**config.mk**
```make
export PLATFORM = sky130hd
export DESIGN_NAME = alert_mask_bank
export DESIGN_NICKNAME = d
export VERILOG_FILES = /design/src/common/alert_mask_pkg.sv /design/src/design/mask_cell.sv /design/src/design/alert_gate.sv /design/src/design/alert_mask_bank.sv
export SDC_FILE = /design/constraint.sdc
export NUM_CORES = 1
export LEC_CHECK = 0
export BUFFER_PORTS_ARGS = -buffer_cell sky130_fd_sc_hd__buf_2
export CAP_MARGIN = 0
export CELL_PAD_IN_SITES_DETAIL_PLACEMENT = 1
export CELL_PAD_IN_SITES_GLOBAL_PLACEMENT = 2
export CORE_MARGIN = 5
export CORE_UTILIZATION = 20
export CTS_BUF_LIST = sky130_fd_sc_hd__clkbuf_16
export DETAILED_ROUTE_END_ITERATION = 8
export PLACE_DENSITY_LB_ADDON = 0.1
export RECOVER_POWER = 25
export SLEW_MARGIN = 20
export SYNTH_ARGS = -nofsm -noshare
export SYNTH_HDL_FRONTEND = slang
export SYNTH_SLANG_ARGS = --single-unit
```
**constraint.sdc**
```tcl
create_clock -name clk_i -period 2.15 [get_ports clk_i]
set_clock_uncertainty 0.2 [all_clocks]
set_input_delay 0.1075 -clock clk_i [delete_from_list [all_inputs] [get_ports clk_i]]
set_output_delay 0.1075 -clock clk_i [all_outputs]
set_load 0.01 [all_outputs]
```
**src/common/alert_mask_pkg.sv**
```systemverilog
package alert_mask_pkg;

  // ****************************************
  // command and selector codes
  // ****************************************
  localparam logic [7:0] mask_command_code = 8'h1b;   // shared mask command
  localparam logic [7:0] sel_output_voltage = 8'h7a;  // output voltage class
  localparam logic [7:0] sel_output_current = 8'h7b;  // output current class
  localparam logic [7:0] sel_input = 8'h7c;           // input class
  localparam logic [7:0] sel_temperature = 8'h7d;     // temperature class
  localparam logic [7:0] sel_comm_logic = 8'h7e;      // comm/memory/logic class
  localparam logic [7:0] sel_misc = 8'h7f;            // other class
  localparam logic [7:0] phase_all = 8'hff;           // only supported phase

  // ****************************************
  // writable bit layouts per class
  // ****************************************
  localparam logic [7:0] wmask_output_voltage = 8'hfc;  // bits 7:2
  localparam logic [7:0] wmask_output_current = 8'hb0;  // bits 7,5,4
  localparam logic [7:0] wmask_input = 8'he8;           // bits 7,6,5,3
  localparam logic [7:0] wmask_temperature = 8'hc0;     // bits 7,6
  localparam logic [7:0] wmask_comm_logic = 8'hfa;      // bits 7..3,1
  localparam logic [7:0] wmask_misc = 8'h00;            // nothing writable
  localparam logic [7:0] fixed_misc = 8'h01;            // initial alert flag masked
  localparam logic [7:0] input_reset_clear = 8'he0;     // input bits that reset to 0

  // ****************************************
  // reset and access timing
  // ****************************************
  localparam logic [7:0] mask_reset_zero = 8'h00;  // value before nvm load
  localparam int read_latency_cycles = 1;          // read answer one cycle after request

  // ****************************************
  // carriers
  // ****************************************
  typedef struct packed {
    logic valid;          // one-cycle request strobe
    logic write;          // 1 write word, 0 process-call read
    logic [7:0] command;  // command code
    logic [7:0] phase;    // current phase selection
    logic [7:0] selector; // status class selector (low byte)
    logic [7:0] data;     // new mask (high byte)
  } mask_request_type;

  typedef struct packed {
    logic valid;      // one-cycle answer strobe
    logic error;      // request not accepted
    logic [7:0] data; // mask byte on reads
  } mask_answer_type;

  typedef struct packed {
    logic [7:0] output_voltage;
    logic [7:0] output_current;
    logic [7:0] input_class;
    logic [7:0] temperature;
    logic [7:0] comm_logic;
    logic [7:0] misc;
  } status_set_type;

endpackage

```
**src/design/mask_cell.sv**
```systemverilog
`timescale 1ns/10ps
// one mask register with fixed and writable bits
module mask_cell #(
  parameter logic [7:0] writable = 8'h00,
  parameter logic [7:0] fixed = 8'h00
) (
  // clock and control
  input wire logic clk_i,
  input wire logic reset_i,
  input wire logic enable_i,
  // nvm load
  input wire logic load_i,
  input wire logic [7:0] load_data_i,
  // host write
  input wire logic write_i,
  input wire logic [7:0] write_data_i,
  // value
  output logic [7:0] value_o
);
  import alert_mask_pkg::*;

  // ****************************************
  // state
  // ****************************************
  typedef struct packed {
    logic [7:0] bits;  // writable bits only
  } cell_state_type;

  cell_state_type state_q;  // registered state
  cell_state_type state_d;  // next state

  // next-state: load wins over write so nvm values land cleanly
  always_comb begin
    state_d = state_q;
    if (load_i) begin
      state_d.bits = load_data_i & writable;
    end else if (write_i) begin
      state_d.bits = write_data_i & writable;
    end
  end

  // register, frozen while enable is low
  always_ff @(posedge clk_i) begin
    if (reset_i) begin
      state_q <= '{bits: mask_reset_zero};
    end else if (enable_i) begin
      state_q <= state_d;
    end
  end

  // fixed bits are forced, so unsupported positions read constant
  assign value_o = state_q.bits | fixed;
endmodule

```
**src/design/alert_gate.sv**
```systemverilog
`timescale 1ns/10ps
// combines status and masks into the alert request
module alert_gate (
  // inputs
  input wire logic [7:0] status_i,
  input wire logic [7:0] mask_i,
  // output
  output logic hit_o
);
  // a clear mask bit lets its status bit through
  assign hit_o = |(status_i & ~mask_i);
endmodule

```
**src/design/alert_mask_bank.sv**
```systemverilog
`timescale 1ns/10ps
module alert_mask_bank (
  // clock, reset, enable
  input wire logic clk_i,
  input wire logic reset_i,
  input wire logic enable_i,
  // nvm restore
  input wire logic nvm_load_i,
  input wire alert_mask_pkg::status_set_type nvm_masks_i,
  // decoded pmbus request
  input wire alert_mask_pkg::mask_request_type request_i,
  // status bits from the status registers
  input wire alert_mask_pkg::status_set_type status_i,
  // answer and alert
  output alert_mask_pkg::mask_answer_type answer_o,
  output alert_mask_pkg::status_set_type masks_o,
  output logic alert_n_o
);
  import alert_mask_pkg::*;

  // ****************************************
  // state
  // ****************************************
  typedef struct packed {
    mask_answer_type answer;  // registered answer
    logic alert;              // registered alert request
    logic load_pending;       // nvm load owed after reset
  } bank_state_type;

  bank_state_type state_q;  // registered state
  bank_state_type state_d;  // next state

  // ****************************************
  // decode
  // ****************************************
  logic accept;         // request for this block with legal phase
  logic [5:0] hit;      // one-hot class select
  logic [5:0] write_en; // per class write strobe
  logic load;           // nvm load strobe
  status_set_type masks;  // current mask values
  logic [5:0] class_hit;  // per class alert term
  logic [7:0] read_data;  // selected mask byte

  // only the shared code and the all-phase selection are served
  assign accept = request_i.valid && (request_i.command == mask_command_code)
                  && (request_i.phase == phase_all);

  // selector from the low byte picks the class
  assign hit[0] = (request_i.selector == sel_output_voltage);
  assign hit[1] = (request_i.selector == sel_output_current);
  assign hit[2] = (request_i.selector == sel_input);
  assign hit[3] = (request_i.selector == sel_temperature);
  assign hit[4] = (request_i.selector == sel_comm_logic);
  assign hit[5] = (request_i.selector == sel_misc);

  // writes land the high byte at once, even while running
  assign write_en = (accept && request_i.write) ? hit : 6'h00;

  // load pulse on the first enabled cycle after reset or on demand
  assign load = state_q.load_pending || nvm_load_i;

  // ****************************************
  // mask registers
  // ****************************************
  // output voltage: bits 7:2 writable
  mask_cell #(.writable(wmask_output_voltage), .fixed(8'h00)) u_vout (
    .clk_i(clk_i),
    .reset_i(reset_i),
    .enable_i(enable_i),
    .load_i(load),
    .load_data_i(nvm_masks_i.output_voltage),
    .write_i(write_en[0]),
    .write_data_i(request_i.data),
    .value_o(masks.output_voltage)
  );

  // output current: bits 7,5,4 writable
  mask_cell #(.writable(wmask_output_current), .fixed(8'h00)) u_iout (
    .clk_i(clk_i),
    .reset_i(reset_i),
    .enable_i(enable_i),
    .load_i(load),
    .load_data_i(nvm_masks_i.output_current),
    .write_i(write_en[1]),
    .write_data_i(request_i.data),
    .value_o(masks.output_current)
  );

  // input: bits 7:5 reset to zero, bit 3 from nvm
  mask_cell #(.writable(wmask_input), .fixed(8'h00)) u_input (
    .clk_i(clk_i),
    .reset_i(reset_i),
    .enable_i(enable_i),
    .load_i(load),
    .load_data_i(nvm_masks_i.input_class & ~input_reset_clear),
    .write_i(write_en[2]),
    .write_data_i(request_i.data),
    .value_o(masks.input_class)
  );

  // temperature: bits 7:6 writable
  mask_cell #(.writable(wmask_temperature), .fixed(8'h00)) u_temp (
    .clk_i(clk_i),
    .reset_i(reset_i),
    .enable_i(enable_i),
    .load_i(load),
    .load_data_i(nvm_masks_i.temperature),
    .write_i(write_en[3]),
    .write_data_i(request_i.data),
    .value_o(masks.temperature)
  );

  // comm/memory/logic: bits 7..3 and 1 writable
  mask_cell #(.writable(wmask_comm_logic), .fixed(8'h00)) u_cml (
    .clk_i(clk_i),
    .reset_i(reset_i),
    .enable_i(enable_i),
    .load_i(load),
    .load_data_i(nvm_masks_i.comm_logic),
    .write_i(write_en[4]),
    .write_data_i(request_i.data),
    .value_o(masks.comm_logic)
  );

  // other class is a constant: first-to-alert never raises the line
  assign masks.misc = fixed_misc | wmask_misc;

  // ****************************************
  // alert gating
  // ****************************************
  // status bits pass in untouched; masks only gate the line
  alert_gate u_g0 (.status_i(status_i.output_voltage), .mask_i(masks.output_voltage),
                   .hit_o(class_hit[0]));
  alert_gate u_g1 (.status_i(status_i.output_current), .mask_i(masks.output_current),
                   .hit_o(class_hit[1]));
  alert_gate u_g2 (.status_i(status_i.input_class), .mask_i(masks.input_class),
                   .hit_o(class_hit[2]));
  alert_gate u_g3 (.status_i(status_i.temperature), .mask_i(masks.temperature),
                   .hit_o(class_hit[3]));
  alert_gate u_g4 (.status_i(status_i.comm_logic), .mask_i(masks.comm_logic),
                   .hit_o(class_hit[4]));
  alert_gate u_g5 (.status_i(status_i.misc), .mask_i(masks.misc),
                   .hit_o(class_hit[5]));

  // ****************************************
  // read mux
  // ****************************************
  // one byte for the selected class, zero for unknown selectors
  always_comb begin
    case (1'b1)
      hit[0]: read_data = masks.output_voltage;
      hit[1]: read_data = masks.output_current;
      hit[2]: read_data = masks.input_class;
      hit[3]: read_data = masks.temperature;
      hit[4]: read_data = masks.comm_logic;
      hit[5]: read_data = masks.misc;
      default: read_data = 8'h00;
    endcase
  end

  // ****************************************
  // next state
  // ****************************************
  always_comb begin
    state_d = state_q;
    state_d.load_pending = 1'b0;
    // any unmasked status bit in any class raises the alert
    state_d.alert = |class_hit;
    state_d.answer = '0;
    if (request_i.valid && (request_i.command == mask_command_code)) begin
      state_d.answer.valid = 1'b1;
      // wrong phase or unknown selector is refused
      state_d.answer.error = !accept || !(|hit);
      if (accept && !request_i.write) begin
        state_d.answer.data = read_data;
      end
    end
  end

  // ****************************************
  // registers
  // ****************************************
  always_ff @(posedge clk_i) begin
    if (reset_i) begin
      state_q <= '{answer: '0, alert: 1'b0, load_pending: 1'b1};
    end else if (enable_i) begin
      state_q <= state_d;
    end
  end

  // ****************************************
  // outputs
  // ****************************************
  assign answer_o = state_q.answer;
  assign alert_n_o = !state_q.alert;
  assign masks_o = masks;
endmodule

```
==> results.toml, run 1 <==
[outcome]
outcome = "finished with violations"
violations = "negative hold slack"

[synthesis]
yosysWarningCount = 0
syn_area_per_cell_um2 = 7.73
synth-edff-count = 0
synth.ff_latch_count = 33
async_reset_ff_share_pct = 0
synth-main-ff-cell = "dfxtp_1"
synth_cell_types = 50
synth_top_cell_area_share_pct = 26.2
ys_seq_area_share_pct = 26.2
synth_area_leader_cell = "dfxtp_1"
yosys-top-cells-area = "dfxtp_1 (26%), buf_4 (12%), nand2_1 (6.6%)"
synthCells = 326
syn-cell-area_um2 = 2520

[power]
p_seq_share_pct = 37.3
internal_power_uw = 1240
pwr_density_cell_nw_per_um2 = 491
p_comb_share_pct = 24.3
p_leak_uw = 0.00165
ir_drop_mv = 0.220
p_sw_share_pct = 29.8
clkPwrFrac_pct = 38.3
switchingPower_uw = 526

[clocking]
path_clk_slew_ns = 0.05
cts_max_path_buffers = 2
root_buffer = "clkbuf_16"
cts_buffers = 5
clk_latency_ns = 0.28
cts_setup_buffers = 0
cts_sinks = 33
h-tree-depth = 2
cts_tree = "yes"

[global_route]
grt_pass1_wl_um = 17400
grt_usage_pct = 15.3
grt_pass1_vias = 3114
antenna_found_initial = 0
grt_start_max_net_pins = 24
overflow = 0

[drt]
viasPerCell = 4.55
post-route-drc-count = 0
wire_per_inst_um = 18.0
vias = 2954
drtIter0Drc = 120
dr.pass1.iters = 4
antenna_left = 0
routed_wl_um = 11700

[floorplanning]
io_pins = 193
start_util_pct = 20.2
row_count = 41
die_h_um = 122
die-area_um2 = 15000
core_um2 = 12500
dieWidth_um = 122

[job]
cap_violations = 0

[timing]
tightest_slew_ns = 0.582
fin_ws_ns = 0.113
rsz0062_at_grt = "no"
holdWs_ns = -0.000586
finalCritPeriodShare_pct = 94.8
tns_ns = 0
max-slew-margin-rel_pct = 61.2
hold_viol = 1
slew_violations = 0
period_minus_slack_ns = 2.04
fmax_mhz = 491
setup_viol = 0

[place]
place_area_um2 = 3390
pre_cts_ws_ns = 0.110
port_buffers = 133
hpwl_um = 9690
place.gp.congestion = 0.764

[final_layout]
n_antenna_cell = 0
fin_nets = 611
area_delta_synth_final_pct = 42.7
fill_cells = 1574
multiInputGateArea_um2 = 1510
final_cell_area_um2 = 3600
drive_gt1_share_pct = 36.3
final_util_pct = 28.9
regArea_um2 = 661

[critical_path]
setup.worst_path.start_class = "primary input"
worstSetupPathType = "primary input to flip-flop"
cp.arrival_ns = 1.98
worstPathMaxFanout = 4
reg2reg_slack_ns = 0.12
end_kind = "flip-flop"
slowest_stage = "or4_4"
crit_required_ns = 2.10
cp_cell_sequence = "dlygate4sd3_1, or4_4, nor4_4, buf_4, mux2i_1, nor2_1"
slowest_delay_ns = 0.60

[hold_path]
min_path_type = "primary input to flip-flop"
cell usage after synthesis, types with 7 or more instances:
master	instances
a21oi_1	22
dfxtp_1	33
nand4_1	7
inv_1	22
nor2_1	13
a22oi_1	13
nand2_1	44
clkbuf_1	8
buf_4	39
o21ai_0	9
a211oi_1	12
nor4_1	8
critical path, delay by kind of cell:
| kind | cells | cell delay (ns) |
|---|---|---|
| AND/OR/NAND/NOR | 3 | 0.94 |
| buffers and inverters | 2 | 0.76 |
| multiplexers | 1 | 0.18 |
final timing paths:
path / depth (start not counted) / to / from
max: 6 / u_iout.value_o[5]$_SDFFE_PP0P_ / request_i[30]
min: 5 / u_iout.value_o[5]$_SDFFE_PP0P_ / nvm_masks_i[37]
max reg2reg: 5 / state_q[1]$_SDFFE_PP0P_ / u_iout.value_o[4]$_SDFFE_PP0P_
min reg2reg: 2 / answer_o[1]$_SDFFE_PP0P_ / answer_o[1]$_SDFFE_PP0P_
final cells by class:
cell class / instances / area share (%)
inverter: 23 / 2.40
clock buffer: 5 / 3.48
tap: 172 / 5.98
clock inverter: 2 / 0.209
multi-input combinational: 240 / 41.9
sequential: 33 / 18.4
timing repair buffer: 174 / 27.7
flip-flops by register name (all words and copies together) (netlist names):
register / cells
answer_o: 10
u_cml.value_o: 6
u_vout.value_o: 6
u_input.value_o: 4
u_iout.value_o: 3
state_q: 2
u_temp.value_o: 2
metrics by stage:
| step | hold slack (ns) | cells | total power [uW] |
|---|---|---|---|
| after floorplan | 0.0764 | 351 | 903 |
| after detailed placement | 0.244 | 634 | 1100 |
| final | -0.000586 | 649 | 1770 |
| after global routing | 0.0459 | 649 | 1860 |
| after CTS | 0.00134 | 650 | 1800 |
| after global placement | 0.242 | 634 | 1090 |
what timing repair did:
action,4_1_cts,5_1_grt
setup endpoints to repair,0,7
gates resized for setup,0,2
hold endpoints to repair,8,0
hold buffers,9,0
routing by layer:
metal	wire length (um)	track usage, %
met5	0	0
met4	101	3.15
met3	710	2.44
met2	5660	26.6
met1	5180	19.9
cells in the final DEF (no fill, tap or decap), types with 2 or more instances in the layout:
cell / n
nor4_1: 8
and3_1: 4
buf_4: 31
o22ai_1: 6
nor2_1: 13
clkbuf_16: 5
mux2i_1: 6
nor3_2: 2
a21oi_1: 22
or4_4: 2
o21ai_0: 9
o211ai_1: 3
a22o_1: 2
nor3_4: 2
dfxtp_1: 33
a311oi_1: 6
or4_1: 2
a311oi_2: 4
nand3_1: 6
clkbuf_1: 15
nand2_1: 44
a211oi_1: 12
o311ai_1: 2
a22oi_1: 13
conb_1: 27
dlygate4sd3_1: 9
nand4_1: 7
buf_2: 117
nand2b_1: 2
mux2_2: 2
nor4_4: 3
nor2b_1: 2
inv_1: 23
and2_1: 4
and3b_1: 4
a21o_1: 5
and4_1: 2
nor3_1: 3
logic make-up after synthesis:
logic type / synth area share, %
compound gates: 25.1
buf+inv: 18.0
flops: 26.2
mux: 3.28
other cells: 0.298
simple gates: 27.1
power by group through the flow:
stage               sequential (uW)  combinational [uW]  clock, uW
CTS                             660                 437        700
floorplan                       678                 225          0
finish                          660                 430        678
detailed placement              673                 423          0
global route                    663                 474        723
global placement                673                 417          0
(Power assumes the default switching activity.)
==> run 2, diff against run 1 <==
- ABC_AREA: not set -> 1
- ABC_CLOCK_PERIOD_IN_PS: not set -> 2150
- CORE_UTILIZATION: 20 -> 18
- PLACE_DENSITY_LB_ADDON: 0.1 -> 0.15
==> run 2 against run 1 <==
  * The run now ends clean
  * Cell area fell by 6.0%
  * First-iteration DRC count fell by 40%
  * Cell count increased by 10%
  * Hold slack gained 0.0039 ns
  * Worst setup slack better by 0.094 ns
  * Highest routed layer unchanged
==> results.toml, run 2 <==
[synthesis]
synth_area_leader_cell = "dfxtp_1"
synth.ff_latch_count = 33
synth-edff-count = 0
synthCells = 404
yosys-top-cells-area = "dfxtp_1 (27%), nand2_1 (15%), buf_4 (12%)"
syn-cell-area_um2 = 2430
synth_cell_types = 24
synth-main-ff-cell = "dfxtp_1"
yosysMostFrequentCell = "nand2_1"
synth_top_cell_area_share_pct = 27.2
yosysWarningCount = 0
ys_seq_area_share_pct = 27.2
async_reset_ff_share_pct = 0
syn_area_per_cell_um2 = 6.01
synth_common_cells = "nand2_1 (97), nor2_1 (57), a21oi_1 (43)"

[final_layout]
regArea_um2 = 661
drive_gt1_share_pct = 27.4
most-common-layout-cells = "buf_2 (118), nand2_1 (97), nor2_1 (57), a21oi_1 (43), inv_1 (41)"
n_antenna_cell = 0
largest_register_ffs = 10
area_delta_synth_final_pct = 39.3
multiInputGateArea_um2 = 1330
fill_cells = 1761
fin_nets = 674
final_common_cell = "buf_2"

[clocking]
cts_sinks = 33
cts_tree = "yes"
cts_buffers = 5
clk_latency_ns = 0.28
cts_max_path_buffers = 2
root_buffer = "clkbuf_16"
cts_setup_buffers = 0
h-tree-depth = 2
path_clk_slew_ns = 0.06

[timing]
hold_viol = 0
tns_ns = 0
rsz0062_at_grt = "no"
fin_ws_ns = 0.207
max-slew-margin-rel_pct = 62.0
setup_viol = 0
fmax_mhz = 515
slew_violations = 0
tightest_slew_ns = 0.570
finalCritPeriodShare_pct = 90.4
period_minus_slack_ns = 1.94

[critical_path]
worstSetupPathType = "flip-flop to flip-flop"
worstPathMaxFanout = 16
reg2regPathDepth = 8
crit_required_ns = 2.12
r2r-end = "u_cml.value_o[1]$_SDFFE_PP0P_"
cp.arrival_ns = 1.92
end_kind = "flip-flop"
setup.worst_path.start_class = "flip-flop"
reg2reg_slack_ns = 0.21
r2r_start = "state_q[0]$_SDFFE_PP1P_"

[place]
port_buffers = 133
hpwl_um = 8750
place.gp.congestion = 0.784
pre_cts_ws_ns = 0.475

[drt]
vias = 2920
antenna_left = 0
wire_per_inst_um = 14.8
drtIter0Drc = 72
post-route-drc-count = 0
viasPerCell = 4.07
routed_wl_um = 10600
dr.pass1.iters = 4

[floorplanning]
row_count = 42
dieWidth_um = 126
die_h_um = 126
die-area_um2 = 15900
io_pins = 193
start_util_pct = 18.3
core_um2 = 13200

[hold_path]
min_path_type = "primary input to flip-flop"
hp-start = "request_i[32]"
whs_path_depth = 4
min_delay_worst_endpoint = "answer_o[1]$_SDFFE_PP0P_"

[outcome]
outcome = "finished, final reports clean"

[global_route]
grt_pass1_wl_um = 16500
overflow = 0
grt_usage_pct = 12.9
grt_start_max_net_pins = 41
antenna_found_initial = 0
grt_pass1_vias = 3134

[job]
cap_violations = 0

[power]
pwr_density_cell_nw_per_um2 = 538
p_leak_uw = 0.00177
ir_drop_mv = 0.269
## run 2: cell types whose count changed after synthesis, moves of 5 or more
cell and change:
a311oi_1 -6, a211oi_1 -12, nand3_1 +30, inv_1 +18, o21ai_0 -5, nand2_1 +53
a21o_1 -5, a22oi_1 -13, inv_2 +6, a21oi_1 +21, nor2_1 +44, mux2i_1 -6
## run 2: cell type report
class                   instances  area share, %
clock inverters                 3          0.444
inverters                      47           5.21
flip-flops and latches         33           19.5
well taps                     176           6.51
multi-input cells             297           39.2
repair buffers                156           25.4
clock buffers                   5           3.70
## run 2: timing repair
action	in CTS	in global routing
hold endpoints to repair	23	0
setup endpoints to repair	0	1
gates resized for setup	0	1
hold buffers	16	0
## run 2: stage by stage
| stage | total power [uW] | cells | instance area [um^2] | hold WS, ns | utilization, % |
|---|---|---|---|---|---|
| global placement | 1100 | 693 | 3100 | 0.233 | 23.4 |
| floorplan | 934 | 429 | 2520 | 0.0524 | - |
| detailed placement | 1110 | 693 | 3100 | 0.247 | 23.4 |
| finish | 1820 | 717 | 3380 | 0.00328 | 25.5 |
| CTS | 1850 | 717 | 3400 | 0.0123 | 25.7 |
| global route | 1920 | 717 | 3380 | 0.0450 | 25.5 |
## run 2: cell families after synthesis
kind of cell / synth area share (%)
simple gates: 38.6
buf+inv: 22.0
compound gates: 11.8
flops: 27.2
other cells: 0.309
## run 2: power by group
part	switching (uW)	internal (uW)
Combinational	236	181
Clock	289	421
Sequential	45.1	647
## run 2: worst max-delay path: stages (launching register included)
cell           delay (ns)
dfxtp_1              0.31
nor2_1               0.16
inv_2                0.15
buf_4                0.19
nand2_1              0.05
nand2_1              0.04
dlygate4sd3_1        0.54
nor2_1               0.12
nor2_1               0.05
## run 2: per-layer routing
layer | up-vias | part of all wire (%) | global-route usage [%]
met5 | - | 0 | 0
met4 | 0 | 0.61 | 1.89
met3 | 6 | 5.1 | 2.88
met2 | 84 | 47 | 21.9
met1 | 1335 | 47 | 17.2
li1 | 1495 | - | -
## run 2: worst max-delay path by stage
stage | to | cells past startpoint | startpoint | slack [ns]
6_report | u_cml.value_o[1]$_SDFFE_PP0P_ | 8 | state_q[0]$_SDFFE_PP1P_ | 0.21
3_3_place_gp | u_cml.value_o[1]$_SDFFE_PP0P_ | 12 | request_i[31] | 0.52
4_1_cts | u_cml.value_o[1]$_SDFFE_PP0P_ | 8 | state_q[0]$_SDFFE_PP1P_ | 0.08
3_5_place_dp | u_vout.value_o[3]$_SDFFE_PP0P_ | 7 | state_q[0]$_SDFFE_PP1P_ | 0.48
5_1_grt | u_cml.value_o[1]$_SDFFE_PP0P_ | 8 | state_q[0]$_SDFFE_PP1P_ | 0.05
2_1_floorplan | u_input.value_o[3]$_SDFFE_PP0P_ | 8 | state_q[0]$_SDFFE_PP1P_ | 0.79
